**config.mk**
```make
export PLATFORM = sky130hd
export DESIGN_NAME = rxel_event_log
export DESIGN_NICKNAME = d
export VERILOG_FILES = /design/src/rxel_pkg.sv /design/src/rxel_slot_if.sv /design/src/rxel_event_slot.sv /design/src/rxel_event_log.sv
export SDC_FILE = /design/constraint.sdc
export NUM_CORES = 1
export LEC_CHECK = 0
export BUFFER_PORTS_ARGS = -buffer_cell sky130_fd_sc_hd__buf_4
export CAP_MARGIN = 10
export CELL_PAD_IN_SITES_DETAIL_PLACEMENT = 1
export CELL_PAD_IN_SITES_GLOBAL_PLACEMENT = 1
export CORE_MARGIN = 3
export CORE_UTILIZATION = 45
export CTS_BUF_LIST = sky130_fd_sc_hd__clkbuf_8
export DETAILED_ROUTE_END_ITERATION = 8
export HOLD_SLACK_MARGIN = 0.15
export MAX_ROUTING_LAYER = met4
export PLACE_DENSITY_LB_ADDON = 0.1
export SYNTH_ARGS = -nofsm -noshare
export SYNTH_HDL_FRONTEND = slang
export SYNTH_SLANG_ARGS = --single-unit
```
**constraint.sdc**
```tcl
create_clock -name clk_i -period 7.7 [get_ports clk_i]
set_input_delay 1.54 -clock clk_i [delete_from_list [all_inputs] [get_ports clk_i]]
set_output_delay 1.54 -clock clk_i [all_outputs]
set_load 0.01 [all_outputs]
```
**src/rxel_pkg.sv**
```systemverilog
// Constants, field positions and state types for the receive event log.
// Assumes one system clock; every file imports this package whole.
package rxel_pkg;

    ////////////////////////////////////////////////////////////////////////
    // Register widths and bus shape
    localparam int REG_W = 16;
    localparam int PADDR_W = 16;
    localparam int PDATA_W = 32;
    localparam int EVT_N = 7;
    localparam int SRC_ADDR_W = 20;
    localparam logic [REG_W-1:0] REG_RST = 16'h0000;

    ////////////////////////////////////////////////////////////////////////
    // Register indices; byte address is four times the index
    localparam logic [PADDR_W-1:0] IDX_CTRL = 16'h3000;
    localparam logic [PADDR_W-1:0] IDX_STATUS = 16'h3002;
    localparam logic [PADDR_W-1:0] IDX_MISC_ID = 16'h3010;
    localparam logic [PADDR_W-1:0] IDX_MISC_CNT = 16'h3012;
    localparam logic [PADDR_W-1:0] IDX_UND_ID = 16'h3020;
    localparam logic [PADDR_W-1:0] IDX_UND_CNT = 16'h3022;
    localparam logic [PADDR_W-1:0] IDX_OVR_ID = 16'h3030;
    localparam logic [PADDR_W-1:0] IDX_OVR_CNT = 16'h3032;

    ////////////////////////////////////////////////////////////////////////
    // Status word fields
    localparam int STS_RSVD_MSB = 4;
    localparam int STS_EVT_LSB = 5;
    localparam int STS_EVT_MSB = 11;
    localparam int STS_MISC_MSB = 9;
    localparam int STS_MISC_WRAP = 12;
    localparam int STS_UND_WRAP = 13;
    localparam int STS_OVR_WRAP = 14;
    localparam int STS_SUMMARY = 15;

    // Control word fields
    localparam int CTL_SEL_MSB = 4;
    localparam int CTL_IE_LSB = 5;
    localparam int CTL_IE_MSB = 14;
    localparam int CTL_TEST = 15;

    // Positions inside the event input vector
    localparam int EV_UNDERRUN = 5;
    localparam int EV_OVERRUN = 6;
    localparam int EV_MISC_N = 5;

    // Part of the control structure address that is logged
    localparam int SRC_ID_LSB = 4;
    localparam int SRC_ID_MSB = 19;

    ////////////////////////////////////////////////////////////////////////
    // Types
    typedef enum logic [3:0] {
        RXEL_REG_CTRL,
        RXEL_REG_STATUS,
        RXEL_REG_MISC_ID,
        RXEL_REG_MISC_CNT,
        RXEL_REG_UND_ID,
        RXEL_REG_UND_CNT,
        RXEL_REG_OVR_ID,
        RXEL_REG_OVR_CNT,
        RXEL_REG_NONE
    } rxel_reg_t;

    typedef struct packed {
        logic [REG_W-1:0] ctrl;
        logic [REG_W-1:0] status;
        logic pready;
        logic pslverr;
        logic [REG_W-1:0] rdata;
        logic service;
    } rxel_main_t;

    typedef struct packed {
        logic [REG_W-1:0] id;
        logic [REG_W-1:0] count;
    } rxel_slot_t;

    // Byte address of a register index
    function automatic logic [PADDR_W-1:0] rxel_byte_addr(input logic [PADDR_W-1:0] idx);
        rxel_byte_addr = {idx[PADDR_W-3:0], 2'b00};
    endfunction

endpackage

```
**src/rxel_slot_if.sv**
```systemverilog
// Bundle between the register hub and one source-ID/counter slot.
// Assumes both ends run on the same clock.
interface rxel_slot_if;
    import rxel_pkg::*;

    logic inc;
    logic load;
    logic [REG_W-1:0] id_in;
    logic wr_id;
    logic wr_cnt;
    logic [REG_W-1:0] wdata;
    logic [REG_W-1:0] id;
    logic [REG_W-1:0] count;
    logic wrap;

    // Hub drives requests and reads back state
    modport hub(output inc, output load, output id_in, output wr_id, output wr_cnt,
        output wdata, input id, input count, input wrap);
    modport slot(input inc, input load, input id_in, input wr_id, input wr_cnt,
        input wdata, output id, output count, output wrap);
endinterface

```
**src/rxel_event_slot.sv**
```systemverilog
// One source-ID register and its event counter, with a wrap pulse.
// Assumes the hub gives at most one increment per cycle.
module rxel_event_slot
    import rxel_pkg::*;
#(
    parameter int CNT_W = 16
) (
    input wire logic clk_i,
    input wire logic nrst_i,
    rxel_slot_if.slot sl
);

    if (CNT_W < 1 || CNT_W > REG_W) begin : g_cnt_w_bad
        $error("rxel_event_slot: CNT_W out of range");
    end

    rxel_slot_t st_r;
    rxel_slot_t st_nxt;
    logic at_top;

    ////////////////////////////////////////////////////////////////////////
    // Wrap is seen in the same cycle as the increment that causes it
    assign at_top = (st_r.count[CNT_W-1:0] == {CNT_W{1'b1}});
    assign sl.wrap = sl.inc & at_top & ~sl.wr_cnt;
    assign sl.id = st_r.id;
    assign sl.count = st_r.count;

    // Software write wins over a same-cycle hardware update
    always_comb begin
        st_nxt = st_r;
        if (sl.wr_id) begin
            st_nxt.id = sl.wdata;
        end else if (sl.load) begin
            st_nxt.id = sl.id_in;
        end
        if (sl.wr_cnt) begin
            st_nxt.count = sl.wdata;
        end else if (sl.inc) begin
            st_nxt.count = REG_W'(CNT_W'(st_r.count[CNT_W-1:0] + 1'b1));
        end
    end

    // Synchronous reset clears both words
    always_ff @(posedge clk_i) begin
        if (!nrst_i) begin
            st_r <= '0;
        end else begin
            st_r <= st_nxt;
        end
    end

endmodule

```
**src/rxel_event_log.sv**
```systemverilog
// Receive error event log: sticky status word, control word, and three
// source-ID/counter slots, reached by software over APB.
// Assumes event inputs come from the receive engine on clk_i.
//
// Contract
// Status bits 4:0 always read zero
// Bits 5..11 latch their receive error events
// Write one clears a bit; zero keeps
// Bits 12..14 latch on counter rollover
// Bit 15 set while any of 14:5
// Misc ID loads structure address bits 19:4
// Misc ID changes only for selected kinds
// Test bit updates all three source IDs
// Misc counter counts selected bits 9:5 events
// Test bit increments all three counters
// Underrun ID loads structure address bits 19:4
// Underrun counter counts every write underrun
// Overrun ID loads structure address bits 19:4
// Overrun counter counts every write overrun
// All zero after reset; IDs, counters writable
// Enabled status bits raise service flag
// Test bit forces every status event
// Counters wrap to zero, flag rollover
//
// Register map, byte address = 4 x index
//   0xC000 control
//     selects 4:0, enables 14:5, test 15
//   0xC008 status, write one to clear
//   0xC040 misc source ID
//   0xC048 misc event count
//   0xC080 underrun source ID
//   0xC088 underrun event count
//   0xC0C0 overrun source ID
//   0xC0C8 overrun event count
//   Bits 31:16 of every word read zero.
//
// Bus timing
//   No wait states: pready stands in the
//   first access cycle only.
//   Read data and pslverr are caught at
//   the setup edge, so a status read
//   shows the flags before that edge.
//   A write lands at the access edge,
//   byte lane by byte lane.
//   Unmapped words answer pslverr with
//   zero data and ignore writes.
//
// Event timing
//   evt_i is sampled at every edge.
//   An event shows in status, ID and
//   count right after its edge, and the
//   service flag in the same cycle.
//   Kinds that coincide share one
//   structure address and give one
//   misc increment.
//   A software write to an ID or count
//   beats an event in the same cycle:
//   that word misses the event; a count
//   write also drops the rollover.
//   An event beats a same-cycle clear.
//
// Test mode
//   While the test bit stands, all status
//   events repeat each cycle, the three
//   counters climb and the IDs follow
//   evt_addr_i. Keep it short: a long
//   stay wraps the counters.
//
// CNT_W below 16 makes the counters wrap early.
//
// Decided for this implementation: the APB interface to the registers.
module rxel_event_log
    import rxel_pkg::*;
#(
    parameter int CNT_W = 16
) (
    input wire logic clk_i,
    input wire logic nrst_i,
    input wire logic psel_i,
    input wire logic penable_i,
    input wire logic pwrite_i,
    input wire logic [PADDR_W-1:0] paddr_i,
    input wire logic [PDATA_W-1:0] pwdata_i,
    input wire logic [3:0] pstrb_i,
    output logic [PDATA_W-1:0] prdata_o,
    output logic pready_o,
    output logic pslverr_o,
    input wire logic [EVT_N-1:0] evt_i,
    input wire logic [SRC_ADDR_W-1:0] evt_addr_i,
    output logic rx_path_service_flag_o
);

    ////////////////////////////////////////////////////////////////////////
    // Elaboration checks

    if (CNT_W < 1 || CNT_W > REG_W) begin : g_cnt_w_bad
        $error("rxel_event_log: CNT_W out of range");
    end

    ////////////////////////////////////////////////////////////////////////
    // Helper functions

    // Map a byte address to a register; anything else is unmapped
    // Full compare, so no register shows through an alias
    function automatic rxel_reg_t decode(input logic [PADDR_W-1:0] a);
        rxel_reg_t r;
        r = RXEL_REG_NONE;
        if (a == rxel_byte_addr(IDX_CTRL)) begin
            r = RXEL_REG_CTRL;
        end else if (a == rxel_byte_addr(IDX_STATUS)) begin
            r = RXEL_REG_STATUS;
        end else if (a == rxel_byte_addr(IDX_MISC_ID)) begin
            r = RXEL_REG_MISC_ID;
        end else if (a == rxel_byte_addr(IDX_MISC_CNT)) begin
            r = RXEL_REG_MISC_CNT;
        end else if (a == rxel_byte_addr(IDX_UND_ID)) begin
            r = RXEL_REG_UND_ID;
        end else if (a == rxel_byte_addr(IDX_UND_CNT)) begin
            r = RXEL_REG_UND_CNT;
        end else if (a == rxel_byte_addr(IDX_OVR_ID)) begin
            r = RXEL_REG_OVR_ID;
        end else if (a == rxel_byte_addr(IDX_OVR_CNT)) begin
            r = RXEL_REG_OVR_CNT;
        end
        return r;
    endfunction

    // Byte-lane mask of the two low lanes that carry register data
    function automatic logic [REG_W-1:0] lane_mask(input logic [3:0] strb);
        return {{8{strb[1]}}, {8{strb[0]}}};
    endfunction

    // Merge write data into an old value under the lane mask
    function automatic logic [REG_W-1:0] merge(
        input logic [REG_W-1:0] old,
        input logic [REG_W-1:0] wd,
        input logic [3:0] strb
    );
        logic [REG_W-1:0] m;
        m = lane_mask(strb);
        return (old & ~m) | (wd & m);
    endfunction

    // Logged part of a control structure address
    function automatic logic [REG_W-1:0] src_id(input logic [SRC_ADDR_W-1:0] a);
        return a[SRC_ID_MSB:SRC_ID_LSB];
    endfunction

    ////////////////////////////////////////////////////////////////////////
    // State and slot bundles

    rxel_main_t st_r;
    rxel_main_t st_nxt;

    rxel_slot_if misc_sl();
    rxel_slot_if und_sl();
    rxel_slot_if ovr_sl();

    ////////////////////////////////////////////////////////////////////////
    // Bus phase decode

    logic setup_ph;
    logic wr_take;
    rxel_reg_t sel;
    logic [REG_W-1:0] wd16;
    logic [REG_W-1:0] wmask;

    // A write lands only at the access edge where pready is high
    // Read data is taken at the setup edge instead, so the answer
    // can come from a flip-flop with no wait state
    assign setup_ph = psel_i & ~penable_i;
    assign wr_take = psel_i & penable_i & st_r.pready & pwrite_i;
    assign sel = decode(paddr_i);
    assign wd16 = pwdata_i[REG_W-1:0];
    assign wmask = lane_mask(pstrb_i);

    ////////////////////////////////////////////////////////////////////////
    // Event qualification

    logic test_on;
    logic [EVT_N-1:0] evt_eff;
    logic [EV_MISC_N-1:0] misc_sel_hit;
    logic misc_evt;
    logic und_evt;
    logic ovr_evt;

    // Test mode makes every event fire every cycle it stays set
    // Software must clear it soon: the counters climb each cycle
    assign test_on = st_r.ctrl[CTL_TEST];
    assign evt_eff = evt_i | {EVT_N{test_on}};

    // Only kinds picked by the select bits count as misc errors
    // Status bits 9:5 still latch for kinds not selected
    assign misc_sel_hit = evt_i[EV_MISC_N-1:0] & st_r.ctrl[CTL_SEL_MSB:0];
    assign misc_evt = (|misc_sel_hit) | test_on;
    assign und_evt = evt_i[EV_UNDERRUN] | test_on;
    assign ovr_evt = evt_i[EV_OVERRUN] | test_on;

    ////////////////////////////////////////////////////////////////////////
    // Slot requests; one increment per cycle however many kinds coincide
    // All decode stays here; a slot only sees strobes and data

    // Misc slot: ID loads with the count, selected kinds or test only
    assign misc_sl.inc = misc_evt;
    assign misc_sl.load = misc_evt;
    assign misc_sl.id_in = src_id(evt_addr_i);
    assign misc_sl.wr_id = wr_take & (sel == RXEL_REG_MISC_ID);
    assign misc_sl.wr_cnt = wr_take & (sel == RXEL_REG_MISC_CNT);
    assign misc_sl.wdata = merge(misc_sl.wr_id ? misc_sl.id : misc_sl.count, wd16, pstrb_i);

    // Underrun slot
    assign und_sl.inc = und_evt;
    assign und_sl.load = und_evt;
    assign und_sl.id_in = src_id(evt_addr_i);
    assign und_sl.wr_id = wr_take & (sel == RXEL_REG_UND_ID);
    assign und_sl.wr_cnt = wr_take & (sel == RXEL_REG_UND_CNT);
    assign und_sl.wdata = merge(und_sl.wr_id ? und_sl.id : und_sl.count, wd16, pstrb_i);

    // Overrun slot
    assign ovr_sl.inc = ovr_evt;
    assign ovr_sl.load = ovr_evt;
    assign ovr_sl.id_in = src_id(evt_addr_i);
    assign ovr_sl.wr_id = wr_take & (sel == RXEL_REG_OVR_ID);
    assign ovr_sl.wr_cnt = wr_take & (sel == RXEL_REG_OVR_CNT);
    assign ovr_sl.wdata = merge(ovr_sl.wr_id ? ovr_sl.id : ovr_sl.count, wd16, pstrb_i);

    ////////////////////////////////////////////////////////////////////////
    // Slot instances
    // Identical slots; only the wiring above tells them apart

    rxel_event_slot #(
        .CNT_W(CNT_W)
    ) u_misc (
        .clk_i(clk_i),
        .nrst_i(nrst_i),
        .sl(misc_sl)
    );

    rxel_event_slot #(
        .CNT_W(CNT_W)
    ) u_und (
        .clk_i(clk_i),
        .nrst_i(nrst_i),
        .sl(und_sl)
    );

    rxel_event_slot #(
        .CNT_W(CNT_W)
    ) u_ovr (
        .clk_i(clk_i),
        .nrst_i(nrst_i),
        .sl(ovr_sl)
    );

    ////////////////////////////////////////////////////////////////////////
    // Read mux; reserved status bits are never stored, so read zero
    // Unmapped words fall to the default and read zero

    function automatic logic [REG_W-1:0] read_val(input rxel_reg_t r);
        logic [REG_W-1:0] v;
        v = '0;
        case (r)
            RXEL_REG_CTRL: v = st_r.ctrl;
            RXEL_REG_STATUS: v = st_r.status;
            RXEL_REG_MISC_ID: v = misc_sl.id;
            RXEL_REG_MISC_CNT: v = misc_sl.count;
            RXEL_REG_UND_ID: v = und_sl.id;
            RXEL_REG_UND_CNT: v = und_sl.count;
            RXEL_REG_OVR_ID: v = ovr_sl.id;
            RXEL_REG_OVR_CNT: v = ovr_sl.count;
            default: v = '0;
        endcase
        return v;
    endfunction

    ////////////////////////////////////////////////////////////////////////
    // Next-state logic

    logic [REG_W-1:0] sts_set;
    logic [REG_W-1:0] sts_clr;
    logic [REG_W-1:0] sts_hold;

    // Status set terms: errors, then counter wraps
    // A wrap arrives in the cycle of the increment itself
    always_comb begin
        sts_set = '0;
        sts_set[STS_EVT_MSB:STS_EVT_LSB] = evt_eff;
        sts_set[STS_MISC_WRAP] = misc_sl.wrap;
        sts_set[STS_UND_WRAP] = und_sl.wrap;
        sts_set[STS_OVR_WRAP] = ovr_sl.wrap;
    end

    // Write-one-to-clear on the enabled lanes only
    // Ones written to bits 4:0 clear nothing; those bits stay zero
    assign sts_clr = (wr_take && sel == RXEL_REG_STATUS) ? (wd16 & wmask) : '0;
    assign sts_hold = st_r.status & ~sts_clr;

    always_comb begin
        st_nxt = st_r;

        // A set in the clearing cycle beats the clear
        // so no event slips between a read and its clear
        st_nxt.status = sts_hold | sts_set;
        // Summary re-asserts while any lower flag stands
        // Clearing it alone while others stand does nothing
        st_nxt.status[STS_SUMMARY] = sts_hold[STS_SUMMARY]
            | (|st_nxt.status[STS_OVR_WRAP:STS_EVT_LSB]);
        st_nxt.status[STS_RSVD_MSB:0] = '0;

        // Control word is plain read/write
        // Selects and test act from the next cycle, enables in the same cycle
        if (wr_take && sel == RXEL_REG_CTRL) begin
            st_nxt.ctrl = merge(st_r.ctrl, wd16, pstrb_i);
        end

        // Answer one cycle after setup; data caught at the setup edge
        // Data and error hold until the next setup, which is harmless
        st_nxt.pready = setup_ph;
        if (setup_ph) begin
            st_nxt.pslverr = (sel == RXEL_REG_NONE);
            st_nxt.rdata = pwrite_i ? '0 : read_val(sel);
        end

        // Service flag from flags that software has enabled
        // Built from next state, so it moves with the status bit
        st_nxt.service = |(st_nxt.status[CTL_IE_MSB:CTL_IE_LSB]
            & st_nxt.ctrl[CTL_IE_MSB:CTL_IE_LSB]);
    end

    ////////////////////////////////////////////////////////////////////////
    // State register; synchronous reset to all zero
    // The slots clear on the same edge from the same level

    always_ff @(posedge clk_i) begin
        if (!nrst_i) begin
            st_r <= '0;
        end else begin
            st_r <= st_nxt;
        end
    end

    ////////////////////////////////////////////////////////////////////////
    // Outputs straight from flip-flops

    assign prdata_o = PDATA_W'(st_r.rdata);
    assign pready_o = st_r.pready;
    assign pslverr_o = st_r.pslverr;
    assign rx_path_service_flag_o = st_r.service;

endmodule

```
==> results.toml, run 1 <==
[run_status]
status = "finished clean"

[sta]
fin_skew_ns = 0.01558
fmax_mhz = 223.8
finalCriticalPeriod_ns = 4.469
hold_ws_ns = 0.4865
worst_slew_pin_slew_ns = 1.191
min_period_over_period_pct = 58.03
hold_violations = 0
finalSetupViolCount = 0
fin_ws_ns = 3.232
slew_viol_final = 0
rsz0062_at_grt = "false"
slew_headroom_pct = 20.20
final.setup.tns_ns = 0

[global_routing]
grt_max_degree = 51
grt_usage_pct = 34.45
antenna_found_initial = 2
grt_overflow = 0
grt_pass1_wl_um = 52110
grt_pass1_vias = 8591

[pwr]
p_int_mw = 1.135
vdd_drop_max_v = 0.0001029
finalPower_mw = 1.571
pwr-share-clk_pct = 41.6
power_density_nw_per_um2 = 166.9
p_sw_uw = 436.1
pwr-share-seq_pct = 49.0
switching_share_pct = 27.77
pwr-share-comb_pct = 9.4
p_leak_nw = 3.812

[routing]
drcViolationCount = 0
vias = 8736
drt_iter0_markers = 886
finalWirelength_um = 33930
post_drt_wl_per_cell_um = 25.73
postRouteAntennaNets = 0
first_pass_iters = 7
via_per_inst = 6.623

[logic_synthesis]
synth.most_common_cell = "nand2_1"
ys_seq_elements = 142
ys_seq_area_share_pct = 33.77
synth.area.top_cells = "dfxtp_1, nand2_1, o211a_1, buf_4, a21oi_1"
synthArstFlopShare_pct = 0
synthFlopType = "dfxtp_1"
synth_area_per_cell_um2 = 8.040
yosysTopAreaCell = "dfxtp_1"
synth_edf_count = 0
syn-instance-count = 1047
synth_commonest_cells = "nand2_1, dfxtp_1, clkbuf_1"
synth_cell_types = 59
syn-cell-area_um2 = 8418
synth_top_area_share_pct = 33.77
yosysWarnings = 0

[setup_path]
worstPathRequired_ns = 8.12
path_class = "in -> reg"
cp-end-kind = "flop"
cp.buffers_inverters = 1
slowest_delay_ns = 1.05
critPathArrivalTime_ns = 4.89
startpoint_type = "primary input"
crit_path_cell_trace = "buf_4 > or4bb_1 > or4_1 > nor4b_4 > a222oi_1 > nand4_1 > a22o_1"
path_delay_family = "simple AND/OR/NAND/NOR gates"
cpMaxStageDelayCell = "nor4b_4"
path_max_fanout = 16

[job]
drv_cap = 0

[clocking]
worstSkewPairLatency_ns = 0.47
cts.repair.resized = 0
cts_setup_buffers = 0
cts_sinks = 142
htreeDepth = 4
cts_tree = "done"
numCtsBuffers = 17
path_clk_slew_ns = 0.09
cts_root_buf = "clkbuf_8"
clockBufferDepth = 2
cts_hold_buf = 0

[die]
die_w_um = 142.8
fp.coreArea_um2 = 18150
die_area_um2 = 20380
num_rows = 49
start_util_pct = 46.39
pin_count = 119
fp.dieH_um = 142.8

[placement]
dpl-instance-area_um2 = 8995
gp_congestion = 0.9536
dp.cells = 1286
post-dp-hpwl_um = 24150
port_buffers = 80
place_ws_ns = 2.803

[cells_and_area]
finalNonFillerCells = 1319
nFillCells = 2229
layout.nets = 1163
drive_gt1_share_pct = 14.43
regArea_um2 = 2843
syn2layout_area_growth_pct = 11.82
utilization_pct = 51.87
multi_input_area_um2 = 5062
fin_area_um2 = 9413

[worst_hold_path]
hp-class = "reg -> reg"
## state kept, by name (all words and copies together) (netlist names), 16 cells and up, named ones only
register / flops
u_ovr.sl.id: 16
prdata_o: 16
u_und.sl.count: 16
u_und.sl.id: 16
u_misc.sl.id: 16
st_r: 21
u_misc.sl.count: 16
u_ovr.sl.count: 16
## area by class of cell
| class | count | share of cell area, % |
|---|---|---|
| multi-input cells | 801 | 53.78 |
| flip-flops and latches | 142 | 30.20 |
| repair buffers | 100 | 7.976 |
| well taps | 229 | 3.044 |
| clock buffers | 18 | 2.632 |
| clock inverters | 13 | 1.755 |
| inverters | 14 | 0.5583 |
| diodes | 2 | 0.05317 |
## logic make-up (layout without fill, tap and decap cells)
family                   count (synthesis)  after routing  synth area share (%)
buffers and inverters                  119            145                 7.030
XOR/XNOR                                43             43                 4.474
other                                    1             18               0.04455
AND/OR/NAND/NOR                        452            452                 27.01
adder cells (fa/ha/maj)                  3              3                0.4459
multiplexers                             9              9                 1.159
AO/OA/AOI/OAI                          278            278                 26.07
flip-flops                             142            142                 33.77
## worst reg2reg max path, stage by stage (launching register included)
cell and delay (ns):
dfxtp_1 0.37, nand4_1 0.45, or4_1 1.01, nand2_1 0.27
a21boi_1 0.79, o211a_1 0.23
## metal layers
metal | vias to the layer above | share of wire, % | GRT usage (%)
li1 | 3946 | - | -
met1 | 4307 | 43 | 45.34
met2 | 397 | 46 | 53.09
met3 | 86 | 7.0 | 4.990
met4 | 0 | 4.3 | 14.36
met5 | - | 0 | -
## power groups by stage
stage	combinational [mW]	clock, mW	sequential (mW)
after floorplan	0.0851	0	0.778
after global placement	0.142	0	0.786
after detailed placement	0.145	0	0.786
after CTS	0.146	0.660	0.769
after global routing	0.160	0.687	0.772
final	0.148	0.653	0.770
## final timing paths
| check | startpoint | slack, ns | end | cells past startpoint |
|---|---|---|---|---|
| worst max register to register | pready_o | 4.52 | u_und.sl.id[13] | 5 |
| worst max-delay path | paddr_i[2] | 3.23 | prdata_o[7] | 7 |
| worst min register to register | prdata_o[3] | 0.49 | prdata_o[3] | 1 |
| worst min-delay path | prdata_o[3] | 0.49 | prdata_o[3] | 1 |
## cells in the final DEF, fill, tap and decap left out, drive strengths merged, types with 6 or more instances in the layout
| cell type | n |
|---|---|
| nor3 | 47 |
| nand2 | 196 |
| a222oi | 22 |
| mux2 | 6 |
| nor2 | 40 |
| nor4 | 12 |
| clkbuf | 18 |
| nand4 | 29 |
| nand3 | 37 |
| conb | 16 |
| o211a | 52 |
| buf | 100 |
| inv | 17 |
| or3 | 21 |
| xor2 | 22 |
| o2111a | 17 |
| and2 | 17 |
| a21oi | 49 |
| and3 | 26 |
| xnor2 | 21 |
| a311o | 10 |
| o31ai | 23 |
| and4 | 10 |
| dfxtp | 142 |
| o21ai | 16 |
| a22oi | 26 |
| a31oi | 27 |
| a22o | 16 |
No activity file was read; power rests on OpenSTA's default activity.
==> run 2, diff against run 1 <==
CORE_UTILIZATION = 44   (was 45)
clock period = 4.35 ns   (was 7.7 ns; I/O delays follow)
==> run 2 against run 1 <==
  * Worst setup slack got worse by 2.2 ns
  * Core utilization increased by 0.077 points
  * Die area increased by 2.2%
  * Non-clock buffer count increased by 16
  * Clock-buffer cell count increased by 3
  * Total power increased by 79%
  * Via count increased by 1.9%
  * Clock skew decreased by 0.0014 ns
  * Global-route usage increased by 0.60 points
  * Critical path type unchanged
  * Cell count increased by 1.2%
  * Routed wire length increased by 3.7%
==> results.toml, run 2 (synthesized netlist as in run 1, its figures left out) <==
[sta]
fin_skew_ns = 0.01415
final.setup.tns_ns = 0
worst_slew_pin_slew_ns = 1.268
hold_violations = 0
slew_headroom_pct = 15.16
min_period_over_period_pct = 77.42
fmax_mhz = 296.9
finalSetupViolCount = 0
rsz0062_at_grt = "false"
finalCriticalPeriod_ns = 3.368
slew_viol_final = 0

[global_routing]
grt_max_degree = 54
grt_overflow = 0
grt_usage_pct = 35.05
antenna_found_initial = 3
grt_pass1_wl_um = 53250
grt_pass1_vias = 8616

[placement]
port_buffers = 80
post-dp-hpwl_um = 25200
gp_congestion = 0.9489
dp.cells = 1302

[setup_path]
path_max_fanout = 13
startpoint_type = "primary input"
path_class = "in -> reg"
cp-end-kind = "flop"
worstPathRequired_ns = 4.73
setup.reg_to_reg.worst_slack_ns = 1.76
worst_r2r_path_depth = 7
r2r_start = "pready_o"
endpoint = "u_und.sl.count[8]"
setup.worst_path.start = "paddr_i[2]"
critPathArrivalTime_ns = 3.74
r2r-end = "rx_path_service_flag_o"

[cells_and_area]
top_register = "st_r"
finalNonFillerCells = 1335
layout.nets = 1179
largest_reg_flops = 21
syn2layout_area_growth_pct = 13.50
nFillCells = 2275
final_common_cell = "nand2_1"
layout_common_cells = "nand2_1, dfxtp_1, buf_4, o211a_1, a21oi_1"
drive_gt1_share_pct = 15.76

[die]
num_rows = 49
pin_count = 119
start_util_pct = 45.77
die_area_um2 = 20830
fp.coreArea_um2 = 18390
fp.dieH_um = 144.3
die_w_um = 144.3

[routing]
vias = 8900
post_drt_wl_per_cell_um = 26.36
drt_iter0_markers = 1054
first_pass_iters = 8
drcViolationCount = 0
via_per_inst = 6.667
finalWirelength_um = 35200
postRouteAntennaNets = 0

[clocking]
cts_sinks = 142
clockBufferDepth = 2
numCtsBuffers = 17
htreeDepth = 4
cts_root_buf = "clkbuf_8"
worstSkewPairLatency_ns = 0.48
path_clk_slew_ns = 0.08
cts.repair.resized = 0
cts_hold_buf = 0
cts_setup_buffers = 0
cts_tree = "done"

[job]
drv_cap = 0

[pwr]
power_density_nw_per_um2 = 294.5
p_leak_nw = 3.900
vdd_drop_max_v = 0.0002400

[run_status]
status = "finished clean"

[worst_hold_path]
hp-class = "reg -> reg"
run 2: cell count changes in the layout (fill, tap and decap cells not counted), sizes merged:
cell | previous run | this run
clkinvlp | 3 | 2
buf | 100 | 116
clkbuf | 18 | 21
inv | 17 | 15
run 2: report_power, final:
part	leakage, nW	total, mW	switching, mW	internal, mW
Clock	0.215	1.18	0.558	0.624
Combinational	2.53	0.271	0.171	0.0997
Sequential	1.16	1.36	0.0319	1.33
run 2: worst min path at each step:
stage                      startpoint     endpoint  slack, ns  depth (start not counted)
after floorplan                  flop         flop       0.44                          2
after global placement           flop         flop       0.46                          2
after detailed placement  prdata_o[7]  prdata_o[7]       0.47                          1
after CTS                        flop         flop       0.49                          2
after global routing      prdata_o[5]  prdata_o[5]       0.50                          1
final                     prdata_o[6]  prdata_o[6]       0.48                          1
run 2: layout make-up:
cell class / instances / area, µm² / share of cell area, %
clock buffers: 21 / 289.0 / 3.025
repair buffers: 116 / 883.3 / 9.246
inverters: 14 / 52.55 / 0.5500
well taps: 229 / 286.5 / 2.999
clock inverters: 10 / 136.4 / 1.427
flip-flops and latches: 142 / 2843 / 29.75
multi-input cells: 801 / 5059 / 52.95
diodes: 2 / 5.005 / 0.05238
run 2: through the flow:
stage               worst slack (ns)  utilization (%)  hold slack [ns]  power, mW  instance area [µm²]
floorplan                      1.341                -           0.4441      1.529                 8474
global placement              0.6415            49.61           0.4607      1.649                 9124
detailed placement            0.5562            49.61           0.4719      1.655                 9124
CTS                            1.022            51.92           0.4867      2.808                 9549
global route                  0.8809            51.95           0.5008      2.894                 9554
finish                        0.9822            51.95           0.4846      2.814                 9554
run 2: worst max-delay path, cell delays in order:
cell	delay [ns]
buf_4	0.11
or4bb_1	0.51
or4_1	0.83
nor4_2	0.48
nand2_1	0.52
o31ai_1	0.42
run 2: per-layer routing:
metal,vias to the layer above,global-route usage [%],share of wire [%]
met1,4440,44.76,43
met2,402,55.40,46
met4,0,12.22,3.5
met5,-,-,0
li1,3976,-,-
met3,82,7.044,7.6
